--- src/sip_pkg.sv ---
/*
 * Constants for the sensor interrupt status, mask and pin block.
 * Assumes a 16-bit register word reached through the device's serial control port.
 */
package sip_pkg;
   // Register addresses on the serial control port
   localparam logic [7:0]  SIP_ADDR_STATUS   = 8'h00;  // Status and FIFO byte count
   localparam logic [7:0]  SIP_ADDR_MASK     = 8'h01;  // Interrupt mask
   localparam logic [7:0]  SIP_ADDR_PINCFG   = 8'h02;  // Pin output configuration
   // Status register fields
   localparam int          SIP_ST_CNT_LSB    = 8;      // Byte count field low bit
   localparam int          SIP_ST_FIFO_CLR   = 15;     // Write one clears the FIFO
   localparam int          SIP_ST_RSV7       = 7;      // Reserved flag bit seven
   localparam int          SIP_ST_SLOT_B     = 6;      // Second slot flag
   localparam int          SIP_ST_SLOT_A     = 5;      // First slot flag
   localparam int          SIP_ST_RSV_HI     = 4;      // Reserved low flags, top bit
   // Mask register fields
   localparam int          SIP_MK_FIFO       = 8;      // FIFO threshold irq disable
   localparam int          SIP_MK_SLOT_B     = 6;      // Second slot irq disable
   localparam int          SIP_MK_SLOT_A     = 5;      // First slot irq disable
   localparam int          SIP_MK_WIDTH      = 9;      // Stored mask bits [8:0]
   localparam logic [8:0]  SIP_MK_RESET      = 9'h1ff; // All sources disabled at reset
   // Pin configuration fields
   localparam int          SIP_PC_B_DRV      = 9;      // Pin B open-drain style
   localparam int          SIP_PC_B_POL      = 8;      // Pin B active low
   localparam int          SIP_PC_A_ENA      = 2;      // Pin A enable
   localparam int          SIP_PC_A_DRV      = 1;      // Pin A open-drain style
   localparam int          SIP_PC_A_POL      = 0;      // Pin A active low
   localparam logic [15:0] SIP_PC_RESET      = 16'h0000; // Pin config reset value
endpackage

--- src/sip_irq_top.sv ---
/*
 * Interrupt status, mask and interrupt pin logic of the smoke-sensing front end.
 * Assumes the serial port decoder and FIFO run on clk_in and give one-cycle strobes.
 */
`timescale 1ns/100ps
module sip_irq_top
   import sip_pkg::*;
#(
   parameter int CNT_W = 8,                             // FIFO byte count width
   parameter int THR_W = 6                              // FIFO word threshold width
) (
   input  wire logic             clk_in,                // 200 MHz device clock
   input  wire logic             rst_n_in,              // Async reset, active low
   input  wire logic             reg_wr_in,             // Register write strobe
   input  wire logic             reg_rd_in,             // Register read strobe
   input  wire logic [7:0]       reg_addr_in,           // Register address
   input  wire logic [15:0]      reg_wdata_in,          // Register write data
   output logic      [15:0]      reg_rdata_out,         // Register read data
   input  wire logic [CNT_W-1:0] fifo_byte_count_in,    // Bytes held in the FIFO
   input  wire logic [THR_W-1:0] fifo_word_threshold_in, // FIFO threshold in words
   output logic                  fifo_clear_out,        // Pulse: discard FIFO data
   input  wire logic             slot_a_sample_in,      // Pulse: first slot sample
   input  wire logic             slot_b_sample_in,      // Pulse: second slot sample
   input  wire logic [5:0]       rsv_event_in,          // Pulses for bit 7 and [4:0]
   output logic                  irq_out,               // Combined interrupt level
   output logic                  pin_a_out,             // Pin A level
   output logic                  pin_a_oe_out,          // Pin A output enable
   output logic                  pin_b_out,             // Pin B level
   output logic                  pin_b_oe_out           // Pin B output enable
);
   import sip_pkg::*;

   logic [1:0]              rst_sync_r;                 // Reset release synchroniser
   logic                    rst_n;                      // Synchronised reset
   logic                    slot_a_flag_r;              // first_slot_flag
   logic                    slot_b_flag_r;              // second_slot_flag
   logic [5:0]              rsv_flag_r;                 // {bit7, bits[4:0]}
   logic [SIP_MK_WIDTH-1:0] mask_r;                     // Stored mask bits
   logic [15:0]             pincfg_r;                   // Pin configuration
   logic [15:0]             rdata_r;                    // Read data holding
   logic                    fifo_clr_r;                 // FIFO clear pulse
   logic                    irq_r;                      // Registered interrupt
   logic                    pa_r, pa_oe_r, pb_r, pb_oe_r; // Registered pin drive

   // Decode of per-register write strobes
   wire        wr_status  = reg_wr_in && (reg_addr_in == SIP_ADDR_STATUS);
   wire        wr_mask    = reg_wr_in && (reg_addr_in == SIP_ADDR_MASK);
   wire        wr_pincfg  = reg_wr_in && (reg_addr_in == SIP_ADDR_PINCFG);
   // Write-one-to-clear vectors
   wire        clr_slot_a = wr_status && reg_wdata_in[SIP_ST_SLOT_A];
   wire        clr_slot_b = wr_status && reg_wdata_in[SIP_ST_SLOT_B];
   wire [5:0]  clr_rsv    = {6{wr_status}} &
                            {reg_wdata_in[SIP_ST_RSV7], reg_wdata_in[SIP_ST_RSV_HI:0]};
   // Threshold scaled from words to bytes, one bit wider so nothing is lost
   wire [THR_W:0] thr_bytes = {fifo_word_threshold_in, 1'b0};
   wire        fifo_over  = {1'b0, fifo_byte_count_in} > (CNT_W + 1)'(thr_bytes);
   // Unmasked sources ORed together
   wire        irq_nxt    = (fifo_over     && !mask_r[SIP_MK_FIFO])   ||
                            (slot_b_flag_r && !mask_r[SIP_MK_SLOT_B]) ||
                            (slot_a_flag_r && !mask_r[SIP_MK_SLOT_A]);
   // Pin levels follow polarity; open-drain drives only while asserted
   wire        pb_nxt     = irq_nxt ^ pincfg_r[SIP_PC_B_POL];
   wire        pb_oe_nxt  = !pincfg_r[SIP_PC_B_DRV] || irq_nxt;
   wire        pa_nxt     = irq_nxt ^ pincfg_r[SIP_PC_A_POL];
   wire        pa_oe_nxt  = pincfg_r[SIP_PC_A_ENA] &&
                            (!pincfg_r[SIP_PC_A_DRV] || irq_nxt);
   // Read multiplexer; unmapped addresses read zero
   wire [15:0] status_val = {fifo_byte_count_in[7:0], rsv_flag_r[5], slot_b_flag_r,
                             slot_a_flag_r, rsv_flag_r[4:0]};
   wire [15:0] rdata_nxt  = (reg_addr_in == SIP_ADDR_STATUS) ? status_val :
                            (reg_addr_in == SIP_ADDR_MASK)   ? {7'h00, mask_r} :
                            (reg_addr_in == SIP_ADDR_PINCFG) ? pincfg_r : 16'h0000;

   // Reset is asserted at once but released only after two clean edges
   always_ff @(posedge clk_in or negedge rst_n_in) begin
      if (!rst_n_in) rst_sync_r <= 2'b00;
      else           rst_sync_r <= {rst_sync_r[0], 1'b1};
   end
   assign rst_n = rst_sync_r[1];

   // Event flags; a set in the same cycle as its clear wins
   always_ff @(posedge clk_in or negedge rst_n) begin
      if (!rst_n) begin
         slot_a_flag_r <= 1'b0;
         slot_b_flag_r <= 1'b0;
         rsv_flag_r    <= 6'h00;
      end else begin
         slot_a_flag_r <= slot_a_sample_in || (slot_a_flag_r && !clr_slot_a);
         slot_b_flag_r <= slot_b_sample_in || (slot_b_flag_r && !clr_slot_b);
         rsv_flag_r    <= rsv_event_in | (rsv_flag_r & ~clr_rsv);
      end
   end

   // Configuration registers and the FIFO clear strobe
   always_ff @(posedge clk_in or negedge rst_n) begin
      if (!rst_n) begin
         mask_r     <= SIP_MK_RESET;
         pincfg_r   <= SIP_PC_RESET;
         fifo_clr_r <= 1'b0;
      end else begin
         if (wr_mask)   mask_r   <= reg_wdata_in[SIP_MK_WIDTH-1:0];
         if (wr_pincfg) pincfg_r <= reg_wdata_in;
         fifo_clr_r <= wr_status && reg_wdata_in[SIP_ST_FIFO_CLR];
      end
   end

   // Read data and pin drive registered so every output comes from a flop
   always_ff @(posedge clk_in or negedge rst_n) begin
      if (!rst_n) begin
         rdata_r <= 16'h0000;
         irq_r   <= 1'b0;
         pa_r    <= 1'b0;
         pa_oe_r <= 1'b0;
         pb_r    <= 1'b0;
         pb_oe_r <= 1'b1;
      end else begin
         if (reg_rd_in) rdata_r <= rdata_nxt;
         irq_r   <= irq_nxt;
         pa_r    <= pa_nxt;
         pa_oe_r <= pa_oe_nxt;
         pb_r    <= pb_nxt;
         pb_oe_r <= pb_oe_nxt;
      end
   end

   assign reg_rdata_out  = rdata_r;
   assign fifo_clear_out = fifo_clr_r;
   assign irq_out        = irq_r;
   assign pin_a_out      = pa_r;
   assign pin_a_oe_out   = pa_oe_r;
   assign pin_b_out      = pb_r;
   assign pin_b_oe_out   = pb_oe_r;

   // Checks next to the logic they guard
   AST_FIFO_CLR: assert property (@(posedge clk_in) disable iff (!rst_n)
      wr_status && reg_wdata_in[SIP_ST_FIFO_CLR] |=> fifo_clear_out)
      else $error("FIFO clear pulse missing");
   AST_SLOT_B_SET: assert property (@(posedge clk_in) disable iff (!rst_n)
      slot_b_sample_in |=> slot_b_flag_r)
      else $error("Second slot flag not set");
   AST_SLOT_A_CLR: assert property (@(posedge clk_in) disable iff (!rst_n)
      clr_slot_a && !slot_a_sample_in |=> !slot_a_flag_r)
      else $error("First slot flag not cleared");
   AST_SLOT_A_HOLD: assert property (@(posedge clk_in) disable iff (!rst_n)
      slot_a_flag_r && !clr_slot_a |=> slot_a_flag_r)
      else $error("First slot flag lost");
   AST_RSV_CLR: assert property (@(posedge clk_in) disable iff (!rst_n)
      wr_status && reg_wdata_in[4:0] == 5'h1f && rsv_event_in == 6'h00 |=>
      rsv_flag_r[4:0] == 5'h00)
      else $error("Reserved flags not cleared");
   AST_FIFO_IRQ: assert property (@(posedge clk_in) disable iff (!rst_n)
      fifo_byte_count_in > 2 * fifo_word_threshold_in && !mask_r[SIP_MK_FIFO] |=> irq_out)
      else $error("FIFO threshold irq missing");
   AST_MASKED_OFF: assert property (@(posedge clk_in) disable iff (!rst_n)
      mask_r[8] && mask_r[6] && mask_r[5] |=> !irq_out)
      else $error("Irq raised while all sources masked");
   AST_PIN_B_POL: assert property (@(posedge clk_in) disable iff (!rst_n)
      ##1 pin_b_out == (irq_out ^ $past(pincfg_r[SIP_PC_B_POL])))
      else $error("Pin B polarity wrong");
   AST_PIN_B_OD: assert property (@(posedge clk_in) disable iff (!rst_n)
      pincfg_r[SIP_PC_B_DRV] && !irq_nxt |=> !pin_b_oe_out)
      else $error("Pin B driven while idle in open drain");
   AST_PIN_A_OFF: assert property (@(posedge clk_in) disable iff (!rst_n)
      !pincfg_r[SIP_PC_A_ENA] |=> !pin_a_oe_out)
      else $error("Pin A driven while disabled");
   // A clear only wins when no event arrives in the same cycle
   AST_SLOT_B_CLR: assert property (@(posedge clk_in) disable iff (!rst_n)
      clr_slot_b && !slot_b_sample_in |=> !slot_b_flag_r)
      else $error("Second slot flag not cleared");
   AST_RSV7_CLR: assert property (@(posedge clk_in) disable iff (!rst_n)
      wr_status && reg_wdata_in[SIP_ST_RSV7] && !rsv_event_in[5] |=> !rsv_flag_r[5])
      else $error("Status bit seven not cleared");
   // Each unmasked source alone must raise the combined interrupt
   AST_SLOT_B_IRQ: assert property (@(posedge clk_in) disable iff (!rst_n)
      slot_b_flag_r && !mask_r[SIP_MK_SLOT_B] |=> irq_out)
      else $error("Second slot irq missing");
   AST_SLOT_A_IRQ: assert property (@(posedge clk_in) disable iff (!rst_n)
      slot_a_flag_r && !mask_r[SIP_MK_SLOT_A] |=> irq_out)
      else $error("First slot irq missing");
   // FIFO irq must fall on its own once the level is back at or below the threshold
   AST_FIFO_DROP: assert property (@(posedge clk_in) disable iff (!rst_n)
      fifo_byte_count_in <= 2 * fifo_word_threshold_in &&
      !(slot_a_flag_r && !mask_r[SIP_MK_SLOT_A]) &&
      !(slot_b_flag_r && !mask_r[SIP_MK_SLOT_B]) |=> !irq_out)
      else $error("FIFO irq did not drop");
   AST_COUNT_RD: assert property (@(posedge clk_in) disable iff (!rst_n)
      reg_rd_in && reg_addr_in == SIP_ADDR_STATUS |=>
      reg_rdata_out[15:SIP_ST_CNT_LSB] == $past(fifo_byte_count_in[7:0]))
      else $error("Status read lost the byte count");
   // Disabling pin A must not freeze the status flags behind it
   AST_PIN_A_STATUS: assert property (@(posedge clk_in) disable iff (!rst_n)
      slot_a_sample_in && !pincfg_r[SIP_PC_A_ENA] |=> slot_a_flag_r)
      else $error("Status frozen while pin A disabled");
   AST_PIN_B_PP: assert property (@(posedge clk_in) disable iff (!rst_n)
      !pincfg_r[SIP_PC_B_DRV] |=> pin_b_oe_out)
      else $error("Pin B floated in push-pull mode");
   // Scenario covers
   COV_PIN_A_OD: cover property (@(posedge clk_in) disable iff (!rst_n)
      pincfg_r[SIP_PC_A_ENA] && pincfg_r[SIP_PC_A_DRV] && !irq_nxt);
   COV_SLOT_IRQ: cover property (@(posedge clk_in) disable iff (!rst_n)
      slot_a_sample_in && !mask_r[SIP_MK_SLOT_A] ##1 irq_out);
   COV_FIFO_IRQ: cover property (@(posedge clk_in) disable iff (!rst_n)
      irq_out && fifo_over ##1 !fifo_over ##1 !irq_out);
   COV_SET_CLR: cover property (@(posedge clk_in) disable iff (!rst_n)
      slot_b_sample_in && clr_slot_b);
endmodule

--- config.mk ---
export PLATFORM = sky130hd
export DESIGN_NAME = sip_irq_top
export DESIGN_NICKNAME = d
export VERILOG_FILES = /design/src/sip_pkg.sv /design/src/sip_irq_top.sv
export SDC_FILE = /design/constraint.sdc
export NUM_CORES = 1
export LEC_CHECK = 0
export ABC_AREA = 1
export BUFFER_PORTS_ARGS = -buffer_cell sky130_fd_sc_hd__buf_4
export CORE_MARGIN = 2
export CORE_UTILIZATION = 50
export CTS_CLUSTER_SIZE = 8
export DETAILED_ROUTE_END_ITERATION = 16
export GPL_ROUTABILITY_DRIVEN = 0
export GPL_TIMING_DRIVEN = 0
export PLACE_DENSITY = 0.8
export SKIP_CTS_REPAIR_TIMING = 1
export SLEW_MARGIN = 20
export SYNTH_ARGS = -nofsm -noshare
export SYNTH_HDL_FRONTEND = slang
export SYNTH_SLANG_ARGS = --single-unit
--- constraint.sdc ---
create_clock -name clk_in -period 5 [get_ports clk_in]
set_clock_uncertainty 0.15 [all_clocks]
set_input_delay 1.5 -clock clk_in [delete_from_list [all_inputs] [get_ports clk_in]]
set_output_delay 1.5 -clock clk_in [all_outputs]
set_load 0.02 [all_outputs]
# Yosys cells after proc, flatten, opt, wreduce, memory -nomap -nowiden
# Index checks and enable logic that the tools add are counted.
# classes
eq_ne	2
mux	3
n_lt_le_gt_ge	1
n_bitwise	6
reduce_logical	26
# op_table
op	n
$mux W16	3
$and A6 B6 Y6	2
$logic_and A1 B1 Y1	12
$eq A8 B1 Y1 const B	1
$eq A8 B2 Y1 const B	1
$gt A8 B7 Y1	1
$logic_not A8 Y1	1
$logic_not A1 Y1	7
$logic_or A1 B1 Y1	6
$not A6 Y6	1
$or A6 B6 Y6	1
$xor A1 B1 Y1	2
# word_totals
output_inout_bits	22
elab_cells	51
register_bits	57

# Logic depth before layout (Yosys ltp)
# Gate-level depths: netlist (run 1).
# logic_depth
word_depth	6
mapped_depth	11
depth_no_buf	11

# Least setup slack after synthesis (run 1)
# Ideal clock, no wire load.
# synth_path
kind	input port to flip-flop
from	in fifo_word_threshold_in[5]
to	reg pa_r (netlist: pin_a_out)
arrival_time_ns	2.383
slack_ns	2.351
stages	9
setup_time_ns	0.116
path_buffers	0
required_ns	4.734
path_cell_list	inv_1 > ha_1 > or2_2 > a21oi_1 > nand2_1 > nand2_1 > nand2_1 > nand2_1 > nand2_1
# synth_between
elab_chain_cells	5
# synth_lines
item	line_no	rtl
start, declared	sip_irq_top.sv:20	input wire logic [THR_W-1:0] fifo_word_threshold_in,
$gt A8 B7 Y1	sip_irq_top.sv:56	wire fifo_over = {1'b0, fifo_byte_count_in} > (CNT_W + 1)'(thr_bytes);
$logic_and A1 B1 Y1	sip_irq_top.sv:58	wire irq_nxt = (fifo_over && !mask_r[SIP_MK_FIFO]) ||
$logic_or A1 B1 Y1	sip_irq_top.sv:58	
$logic_or A1 B1 Y1	sip_irq_top.sv:59	(slot_b_flag_r && !mask_r[SIP_MK_SLOT_B]) ||
via irq_nxt	sip_irq_top.sv:58	
$xor A1 B1 Y1	sip_irq_top.sv:64	wire pa_nxt = irq_nxt ^ pincfg_r[SIP_PC_A_POL];
via pa_nxt	sip_irq_top.sv:64	
end signal, assigned	sip_irq_top.sv:119	pa_r <= pa_nxt;
end, declared	sip_irq_top.sv:43	logic pa_r, pa_oe_r, pb_r, pb_oe_r;
# The timed path passes the listed nets, and every way through them passes these cells.
# A chain may end at the register's enable or synchronous reset.

# Worst setup path in the final report (run 1)
# layout_path
from	reg pb_oe_r (netlist: pin_b_oe_out)
to	out pin_b_oe_out
# layout_lines
item	line_no	rtl
start, declared	sip_irq_top.sv:43	
start signal, assigned	sip_irq_top.sv:122	pb_oe_r <= pb_oe_nxt;
end, declared	sip_irq_top.sv:29	output logic pin_b_oe_out
# No word-level cell between the ends.

==> metrics.txt, run 1 <==
worst path bufs/invs 1; core area 0.00547 sq mm; Seq/Total Area, Yosys 51.1%; setup tns final 0 ns; Synth Instances 327; Net Sw Power 257 uW; WP data arrival 0.98 ns; Static Leakage 2.01 nW; MaxCap Viol Count 0; most numerous cell in the Yosys netlist nand2_1; HPWL Detailed 4.68 mm; Register Area 0.00144 sq mm; clock-pin slew on the worst setup and hold paths 0.06 ns; Root Driver clkbuf_8; M1 WL 2.62 mm; Filler cells 477; gr ovfl total 0; Synth top area share 41.8%; CP endpoint kind output pin; period utilisation layout 52.6%; Max stage delay on crit path 0.51 ns; final net count 465; Detail Route Antenna Nets 0; Sw Share 24.7%; slowest CP cell dfstp_2; die area 0.00625 sq mm; Yosys warning total 0; Skew-Pair Late Insertion Delay 0.35 ns; final setup fails 0; IO buf count 71; IO Pins 72; max-slew violations 0; cell area after synthesis 0.00282 sq mm; Hold WC Path Type reg2reg; wire length on met2 3.39 mm; critical-path maximum fanout 1; Total Routing Usage GR 22.8%; DR vias 2449; sequential cell fraction of total power 47.5%; Post-synth EDFFs 0; Comb pwr share 9.6%; htree depth 3; Die Height 79.1 um; Min Clock Period, post-route 2.63 ns; Worst-Margin Slew 0.682 ns; Pwr Density 285 mW/mm^2; largest net degree at the start of global routing 56; CP required 3.35 ns; layout cells sized above 1 31.4%; Placed Cells 470; # DRC 0; Avg Cell Area, Syn 8.61 sq um; CP cell instances buf_4; startpoint types register; Post-Syn Nets 383; top cells by area, synth dfrtp_1 (42%), nand2_1 (12%), dfstp_2 (9.3%); Chip Width 79.1 um; Hold Violations, Final 0; area taken by multi-input logic gates 0.00111 sq mm; Async SR Flop Fraction 100%; number of cell rows 27; Yosys reg bits 57; cts bufs inserted 9; outcome finished, final reports clean; WL per Instance 13.7 um; Top FF cell, synth dfrtp_1; Syn-to-layout area delta 29.5%; Max Root-Sink Buffers 2; CP delay by family, top flip-flops; Top Metal Used met4; Clk pwr share 42.9%; RSZ-0062 raised after global routing false; Iter 0 DRT Violations 156; ant diodes 0; Finished Layout Cells 486; first-pass GRT wire length 10.8 mm; most frequent cells after synthesis nand2_1 (92), dfrtp_1 (47), inv_1 (43); Slew HR 54.5%; internal power component 783 uW; TritonCTS clock tree yes; Sink Count 57; CP Class reg2out; post-synth cell types 31; final WL 6.67 mm; Initial Util 51.5%; vias in the first global route 2361; IR drop worst, VDD 174 uV; routed wl met3 512 um; Initial DRT Pass Iterations 5; post-DR vias/cell 5.04; initial antenna violation count 0; Synth area leader dfrtp_1; Fmax 380 MHz
-- power groups by stage --
stage	Sequential, mW	Combinational, mW	Clock (mW)
2_1_floorplan	0.504	0.0450	0
3_3_place_gp	0.502	0.0970	0
3_5_place_dp	0.504	0.0995	0
4_1_cts	0.495	0.100	0.448
5_1_grt	0.498	0.111	0.466
6_report	0.495	0.0998	0.446
-- worst paths after layout --
| check | slack, ns | endpoint | cells past startpoint | startpoint |
|---|---|---|---|---|
| min in group asynchronous | 0.23 | fifo_clear_out | 0 | rst_sync_r[1] |
| worst min register to register | 0.20 | rst_sync_r[1] | 0 | rst_sync_r[0] |
| worst max-delay path | 2.37 | pin_b_oe_out | 1 | pin_b_oe_out |
| worst min-delay path | 0.20 | rst_sync_r[1] | 0 | rst_sync_r[0] |
| worst max register to register | 3.72 | pin_a_out | 5 | mask_r[5] |
| max in group asynchronous | 3.83 | rst_sync_r[1] | 1 | rst_n_in |
-- cells in the final DEF (no fill, tap or decap), types with 2 or more instances in the layout --
cell type / instances
nand3_2: 2
o21ai_1: 11
dfrtp_1: 46
o21ai_0: 13
clkinv_2: 4
dfstp_2: 10
buf_2: 5
nand2_4: 2
a31oi_2: 4
buf_8: 2
o211ai_1: 9
clkbuf_8: 11
nand3_1: 21
nor2_1: 18
inv_1: 43
nor2_4: 2
buf_4: 73
ha_1: 6
inv_2: 2
nand2_2: 5
o21bai_1: 8
a21oi_1: 13
nand2_1: 92
-- state kept, by name (all words and copies together) (netlist names), 2 cells and up --
name and cells:
mask_r 9, pincfg_r 16, reg_rdata_out 16, rst_sync_r 2, rsv_flag_r 6
-- logic make-up (layout without fill, tap and decap cells) --
logic type	after synthesis	count (layout)	synth area share [%]
fa+ha+maj	6	6	2.67
compound gates	59	59	13.1
flops	57	57	51.1
simple gates	145	145	23.5
other cells	1	1	0.133
buf+inv	59	146	9.51
-- metrics by stage --
stage                     cell area (sq um)  util (%)  hold WS, ns  setup WS (ns)  power, mW
after global routing                   3650      66.7        0.220           2.29       1.07
after detailed placement               3440      62.9        0.187           2.02      0.603
after global placement                 3440      62.8        0.187           2.05      0.599
after floorplan                        2820         -        0.181           2.35      0.549
final                                  3650      66.7        0.204           2.37       1.04
after CTS                              3650      66.7        0.201           2.36       1.04
-- layout make-up --
class	instances	area share, %
flip-flops and latches	57	39.5
multi-input cells	211	30.4
repair buffers	71	14.6
inverters	46	4.77
clock buffers	11	4.15
plain buffers	13	2.57
well taps	72	2.47
clock inverters	5	1.47
-- routing by layer --
| layer | GRT usage [%] | up-vias |
|---|---|---|
| met5 | 0 | - |
| met4 | 10.9 | 0 |
| met3 | 5.91 | 15 |
| met2 | 38.1 | 87 |
| met1 | 27.7 | 1139 |
| li1 | - | 1208 |
No activity file was read; power rests on OpenSTA's default activity.
==> run 2, diff against run 1 <==
--- a/config.mk
+++ b/config.mk
@@ -5,10 +5,10 @@
 export SDC_FILE = /design/constraint.sdc
 export NUM_CORES = 1
 export LEC_CHECK = 0
-export ABC_AREA = 1
+export ABC_AREA = 0
 export BUFFER_PORTS_ARGS = -buffer_cell sky130_fd_sc_hd__buf_4
 export CORE_MARGIN = 2
-export CORE_UTILIZATION = 50
+export CORE_UTILIZATION = 47
 export CTS_CLUSTER_SIZE = 8
 export DETAILED_ROUTE_END_ITERATION = 16
 export GPL_ROUTABILITY_DRIVEN = 0
==> constraint.sdc (replaced) <==
create_clock -name clk_in -period 2.4 [get_ports clk_in]
set_clock_uncertainty 0.15 [all_clocks]
set_input_delay 0.72 -clock clk_in [delete_from_list [all_inputs] [get_ports clk_in]]
set_output_delay 0.72 -clock clk_in [all_outputs]
set_load 0.02 [all_outputs]
==> metrics.txt, run 2 <==
htree depth 3 (unchanged); Initial Util 48.4% (was 51.5%); Total Routing Usage GR 19.9% (was 22.8%); slowest CP cell or4_4 (was dfstp_2); post-synth cell types 39 (was 31); Yosys warning total 0 (unchanged); Sink Count 57 (unchanged); hold slack 0.207 ns (was 0.204 ns); commonest cells after routing, fill and taps aside buf_4 (69), dfrtp_1 (46), inv_1 (26), mux2i_1 (16), o22ai_1 (16) (was nand2_1 (92), buf_4 (73), dfrtp_1 (46), inv_1 (43), nand3_1 (21)); worst path bufs/invs 3 (was 1); Skew-Pair Late Insertion Delay 0.34 ns (was 0.35 ns); Detail Route Antenna Nets 0 (unchanged); commonest non-fill, non-tap cell in the layout buf_4 (was nand2_1); MaxCap Viol Count 0 (unchanged); cell area after synthesis 0.00267 sq mm (was 0.00282 sq mm); Synth area leader dfrtp_1 (unchanged); routed wl met3 355 um (was 512 um); post-DR vias/cell 5.18 (was 5.04); Worst-Margin Slew 0.765 ns (was 0.682 ns); clock-pin slew on the worst setup and hold paths 0.06 ns (about the same); RSZ-0062 raised after global routing true (was false); Seq/Total Area, Yosys 54.0% (was 51.1%); Iter 0 DRT Violations 77 (was 156); first-pass GRT wire length 9.37 mm (was 10.8 mm); CP endpoint kind register (was output pin); # DRC 0 (unchanged); IR drop worst, VDD 324 uV (was 174 uV); ant diodes 0 (unchanged); CP cell instances buf_6, or4_4, nor3_4, and4b_1, buf_6, clkbuf_16, mux2_4 (was buf_4); Max stage delay on crit path 0.55 ns (was 0.51 ns); largest net degree at the start of global routing 56 (unchanged); Die Height 79.3 um (was 79.1 um); vias in the first global route 1978 (was 2361); final WL 6.09 mm (was 6.67 mm); DR vias 2040 (was 2449); critical-path maximum fanout 5 (was 1); period utilisation layout 99.1%; Slew HR 49.0% (was 54.5%); IO buf count 69 (was 71); HPWL Detailed 4.35 mm (was 4.68 mm); Post-Syn Nets 287 (was 383); max-slew violations 0 (unchanged); CP required 2.48 ns (was 3.35 ns); M1 WL 2.71 mm (was 2.62 mm); Top Metal Used met4 (unchanged); Pwr Density 561 mW/mm^2 (was 285 mW/mm^2); die area 0.00629 sq mm (was 0.00625 sq mm); Max Root-Sink Buffers 2 (unchanged); Min Clock Period, post-route 2.38 ns; layout cells sized above 1 40.7% (was 31.4%); Avg Cell Area, Syn 11.5 sq um (was 8.61 sq um); most numerous cell in the Yosys netlist dfrtp_1 (was nand2_1); Initial DRT Pass Iterations 4 (was 5); initial antenna violation count 0 (unchanged); Chip Width 79.3 um (was 79.1 um); cts bufs inserted 9 (unchanged); Placed Cells 372 (was 470); startpoint types input pin (was register); core area 0.00551 sq mm (was 0.00547 sq mm); TritonCTS clock tree yes (unchanged); CP delay by family, top simple AND/OR/NAND/NOR gates (was flip-flops); WL per Instance 15.5 um (was 13.7 um); Async SR Flop Fraction 100% (unchanged); most frequent cells after synthesis dfrtp_1 (47), inv_1 (26), mux2i_1 (16), o22ai_1 (16), mux2_2 (15) (was nand2_1 (92), dfrtp_1 (47), inv_1 (43)); wire length on met2 2.92 mm (was 3.39 mm); gr ovfl total 0 (unchanged); Synth Instances 231 (was 327); Post-synth EDFFs 0 (unchanged); outcome finished, final reports clean (unchanged); IO Pins 72 (unchanged); Hold WC Path Type reg2reg (unchanged); Root Driver clkbuf_8 (unchanged); Finished Layout Cells 394 (was 486); Top FF cell, synth dfrtp_1 (unchanged); Yosys reg bits 57 (unchanged); Fmax 420 MHz; Static Leakage 1.68 nW (was 2.01 nW); Synth top area share 44.1% (was 41.8%); Syn-to-layout area delta 35.1% (was 29.5%); critical path's most frequent cell buf_6; final net count 373 (was 465); number of cell rows 27 (unchanged); Hold Violations, Final 0 (unchanged); CP Class in2reg (was reg2out); final setup fails 0 (unchanged); WP data arrival 2.45 ns (was 0.98 ns); top cells by area, synth dfrtp_1 (44%), dfstp_2 (9.9%), mux2_2 (6.3%) (was dfrtp_1 (42%), nand2_1 (12%), dfstp_2 (9.3%))
## run 2: cell count changes in the layout (fill, tap and decap cells not counted), moves of 6 or more
| cell | before | now |
|---|---|---|
| o22ai_1 | 1 | 16 |
| o21ai_0 | 13 | 2 |
| o21ai_1 | 11 | 0 |
| nor2_1 | 18 | 11 |
| mux2_4 | 0 | 15 |
| a21o_1 | 0 | 10 |
| mux2i_1 | 0 | 16 |
| nand3_1 | 21 | 1 |
| inv_1 | 43 | 26 |
| mux2_2 | 0 | 10 |
| o211ai_1 | 9 | 2 |
| clkbuf_1 | 1 | 7 |
| nand2_1 | 92 | 11 |
| o21bai_1 | 8 | 0 |
## run 2: layout make-up
type	count	area [sq um]
multi-input cells	139	1140
repair buffers	75	598
fillers	439	1910
well taps	72	90.1
plain buffers	9	57.6
inverters	26	97.6
clock buffers	13	159
clock inverters	3	15.0
flip-flops and latches	57	1440
## run 2: routing by layer
metal,vias up,GRT usage [%]
met5,-,0
met2,60,32.5
met3,10,6.02
met1,984,24.5
li1,986,-
met4,0,8.79
## run 2: path summary, 6_finish.rpt
| check | startpoint | to | slack (ns) | cells past startpoint |
|---|---|---|---|---|
| min | rst_sync_r[0] | rst_sync_r[1] | 0.21 | 0 |
| max | reg_addr_in[2] | pincfg_r[7] | 0.02 | 7 |
| min reg2reg | rst_sync_r[0] | rst_sync_r[1] | 0.21 | 0 |
| min in group asynchronous | rst_sync_r[1] | pincfg_r[0] | 0.22 | 0 |
| max in group asynchronous | rst_sync_r[1] | rsv_flag_r[4] | 1.42 | 0 |
| max reg2reg | mask_r[5] | pin_a_out | 0.65 | 4 |
## run 2: logic make-up (layout without fill, tap and decap cells)
logic type      Yosys count  count (layout)  synth area share (%)
other cells               1               1                 0.141
flops                    57              57                  54.0
compound gates           45              45                  10.9
buf+inv                  35             126                  5.35
simple gates             46              46                  10.3
mux                      41              41                  16.6
fa+ha+maj                 6               6                  2.82
## run 2: where the power goes
| part | internal [mW] | total [mW] | switching (mW) | leakage, nW |
|---|---|---|---|---|
| combinational | 0.117 | 0.206 | 0.0888 | 0.894 |
| clock | 0.426 | 0.785 | 0.360 | 0.0932 |
| sequential | 0.994 | 1.03 | 0.0333 | 0.695 |
| total | 1.54 | 2.02 | 0.482 | 1.68 |
## run 2: metrics by stage
stage	area, sq um	setup slack, ns	power (mW)	utilization (%)	TNS (ns)
CTS	3460	0.0113	2.03	62.8	0
finish	3600	0.0218	2.02	65.4	0
floorplan	2670	-0.0907	1.13	-	-0.907
global placement	3280	-0.306	1.23	59.5	-6.14
global route	3600	-0.0352	2.11	65.4	-0.201
detailed placement	3280	-0.352	1.24	59.6	-7.46
==> run 3, diff against run 2 <==
--- a/config.mk
+++ b/config.mk
@@ -5,15 +5,15 @@
 export SDC_FILE = /design/constraint.sdc
 export NUM_CORES = 1
 export LEC_CHECK = 0
-export ABC_AREA = 0
+export ABC_AREA = 1
 export BUFFER_PORTS_ARGS = -buffer_cell sky130_fd_sc_hd__buf_4
 export CORE_MARGIN = 2
-export CORE_UTILIZATION = 47
+export CORE_UTILIZATION = 48
 export CTS_CLUSTER_SIZE = 8
 export DETAILED_ROUTE_END_ITERATION = 16
 export GPL_ROUTABILITY_DRIVEN = 0
 export GPL_TIMING_DRIVEN = 0
-export PLACE_DENSITY = 0.8
+export PLACE_DENSITY = 0.82
 export SKIP_CTS_REPAIR_TIMING = 1
 export SLEW_MARGIN = 20
 export SYNTH_ARGS = -nofsm -noshare
==> metrics.txt, run 3 (synthesis gave the netlist of run 1 again) <==
utilization after layout 65.1% (was 65.4%); final net count 466 (was 373); beginning of the critical path pin_b_oe_out (was reg_addr_in[2]); IR drop worst, VDD 411 uV (was 324 uV); initial antenna violation count 0 (unchanged); MaxCap Viol Count 0 (unchanged); max-slew violations 0 (unchanged); post-DR vias/cell 4.94 (was 5.18); core area 0.00557 sq mm (was 0.00551 sq mm); WP data arrival 0.97 ns (was 2.45 ns); ant diodes 0 (unchanged); Total Routing Usage GR 22.8% (was 19.9%); setup tns final 0 ns (unchanged); # DRC 0 (unchanged); CP delay by family, top flip-flops (was simple AND/OR/NAND/NOR gates); die area 0.00650 sq mm (was 0.00629 sq mm); TritonCTS clock tree yes (unchanged); final WL 6.55 mm (was 6.09 mm); WL per Instance 13.4 um (was 15.5 um); Static Leakage 2.00 nW (was 1.68 nW); Max stage delay on crit path 0.51 ns (was 0.55 ns); slowest CP cell dfstp_2 (was or4_4); Root Driver clkbuf_8 (unchanged); Detail Route Antenna Nets 0 (unchanged); largest net degree at the start of global routing 56 (unchanged); IO buf count 71 (was 69); Iter 0 DRT Violations 179 (was 77); Pwr Total 2.03 mW (was 2.02 mW); Hold Violations, Final 0 (unchanged); Syn-to-layout area delta 28.8% (was 35.1%); Finished Layout Cells 487 (was 394); Initial DRT Pass Iterations 4 (unchanged); first-pass GRT wire length 10.8 mm (was 9.37 mm); final setup fails 0 (unchanged); CP required 1.53 ns (was 2.48 ns); Initial Util 50.5% (was 48.4%); Hold WC Path Type reg2reg (unchanged); cts bufs inserted 9 (unchanged); Place WS 0.207 ns (was -0.352 ns); DR vias 2407 (was 2040); layout cells sized above 1 30.8% (was 40.7%); clock-pin slew on the worst setup and hold paths 0.06 ns (about the same); commonest non-fill, non-tap cell in the layout nand2_1 (was buf_4); hold_sp rst_sync_r[0] (unchanged); startpoint types register (was input pin); Pwr Density 560 mW/mm^2 (was 561 mW/mm^2); htree depth 3 (unchanged); Skew-Pair Late Insertion Delay 0.33 ns (was 0.34 ns); outcome finished, final reports clean (unchanged); CP endpoint kind output pin (was register); CP cell instances buf_4 (was buf_6, or4_4, nor3_4, and4b_1, buf_6, clkbuf_16, mux2_4); critical-path maximum fanout 1 (was 5); Placed Cells 470 (was 372); Min Clock Period, post-route 1.84 ns (was 2.38 ns); Sink Count 57 (unchanged); Die Height 80.6 um (was 79.3 um); Worst-Margin Slew 0.682 ns (was 0.765 ns); Reg2Reg Launch Point mask_r[6] (was mask_r[5]); worst path bufs/invs 1 (was 3); number of cell rows 27 (unchanged); Filler cells 501 (was 439); RSZ-0062 raised after global routing false (was true); CP Class reg2out (was in2reg); IO Pins 72 (unchanged); vias in the first global route 2332 (was 1978); HPWL Detailed 4.64 mm (was 4.35 mm); Slew HR 54.5% (was 49.0%); Setup WS post-layout 0.556 ns (was 0.0218 ns); gr ovfl total 0 (unchanged); Chip Width 80.6 um (was 79.3 um); commonest cells after routing, fill and taps aside nand2_1 (92), buf_4 (73), dfrtp_1 (46), inv_1 (43), nand3_1 (21) (was buf_4 (69), dfrtp_1 (46), inv_1 (26), mux2i_1 (16), o22ai_1 (16)); Max Root-Sink Buffers 2 (unchanged); period utilisation layout 76.8% (was 99.1%); Fmax 542 MHz (was 420 MHz)
run 3: cell type report:
| cell class | count | area (sq um) | area share (%) |
|---|---|---|---|
| sequential | 57 | 1440 | 39.8 |
| multi-input combinational | 211 | 1110 | 30.6 |
| timing repair buffer | 72 | 543 | 15.0 |
| inverter | 46 | 174 | 4.79 |
| clock buffer | 13 | 159 | 4.38 |
| buffer | 13 | 93.8 | 2.59 |
| tap | 72 | 90.1 | 2.48 |
| clock inverter | 3 | 15.0 | 0.414 |
run 3: path summary, 6_finish.rpt:
kind	end	slack (ns)	cells after the start
max	pin_b_oe_out	0.56	1
min	rst_sync_r[1]	0.20	0
max reg2reg	pin_a_out	1.14	5
min reg2reg	rst_sync_r[1]	0.20	0
max in group asynchronous	pincfg_r[11]	1.42	0
min in group asynchronous	reg_rdata_out[10]	0.23	0
run 3: report_power, final:
part	leakage, nW	total [mW]	internal, mW	switching (mW)
clock network	0.0932	0.792	0.426	0.366
logic	1.22	0.209	0.104	0.105
registers	0.684	1.03	0.997	0.0337
total	2.00	2.03	1.53	0.504
run 3: metrics by stage:
step                hold slack, ns  instance area (sq um)
CTS                       -0.00715                   3620
detailed placement           0.193                   3440
finish                       0.200                   3630
global route                 0.218                   3630
global placement             0.186                   3440
floorplan                    0.181                   2820
run 3: per-layer routing:
layer	track usage (%)	up-vias	part of all wire [%]
met3	5.17	8	6.0
met1	30.1	1124	43
met4	10.7	0	1.6
met2	35.5	70	50
met5	0	-	0
li1	-	1205	-
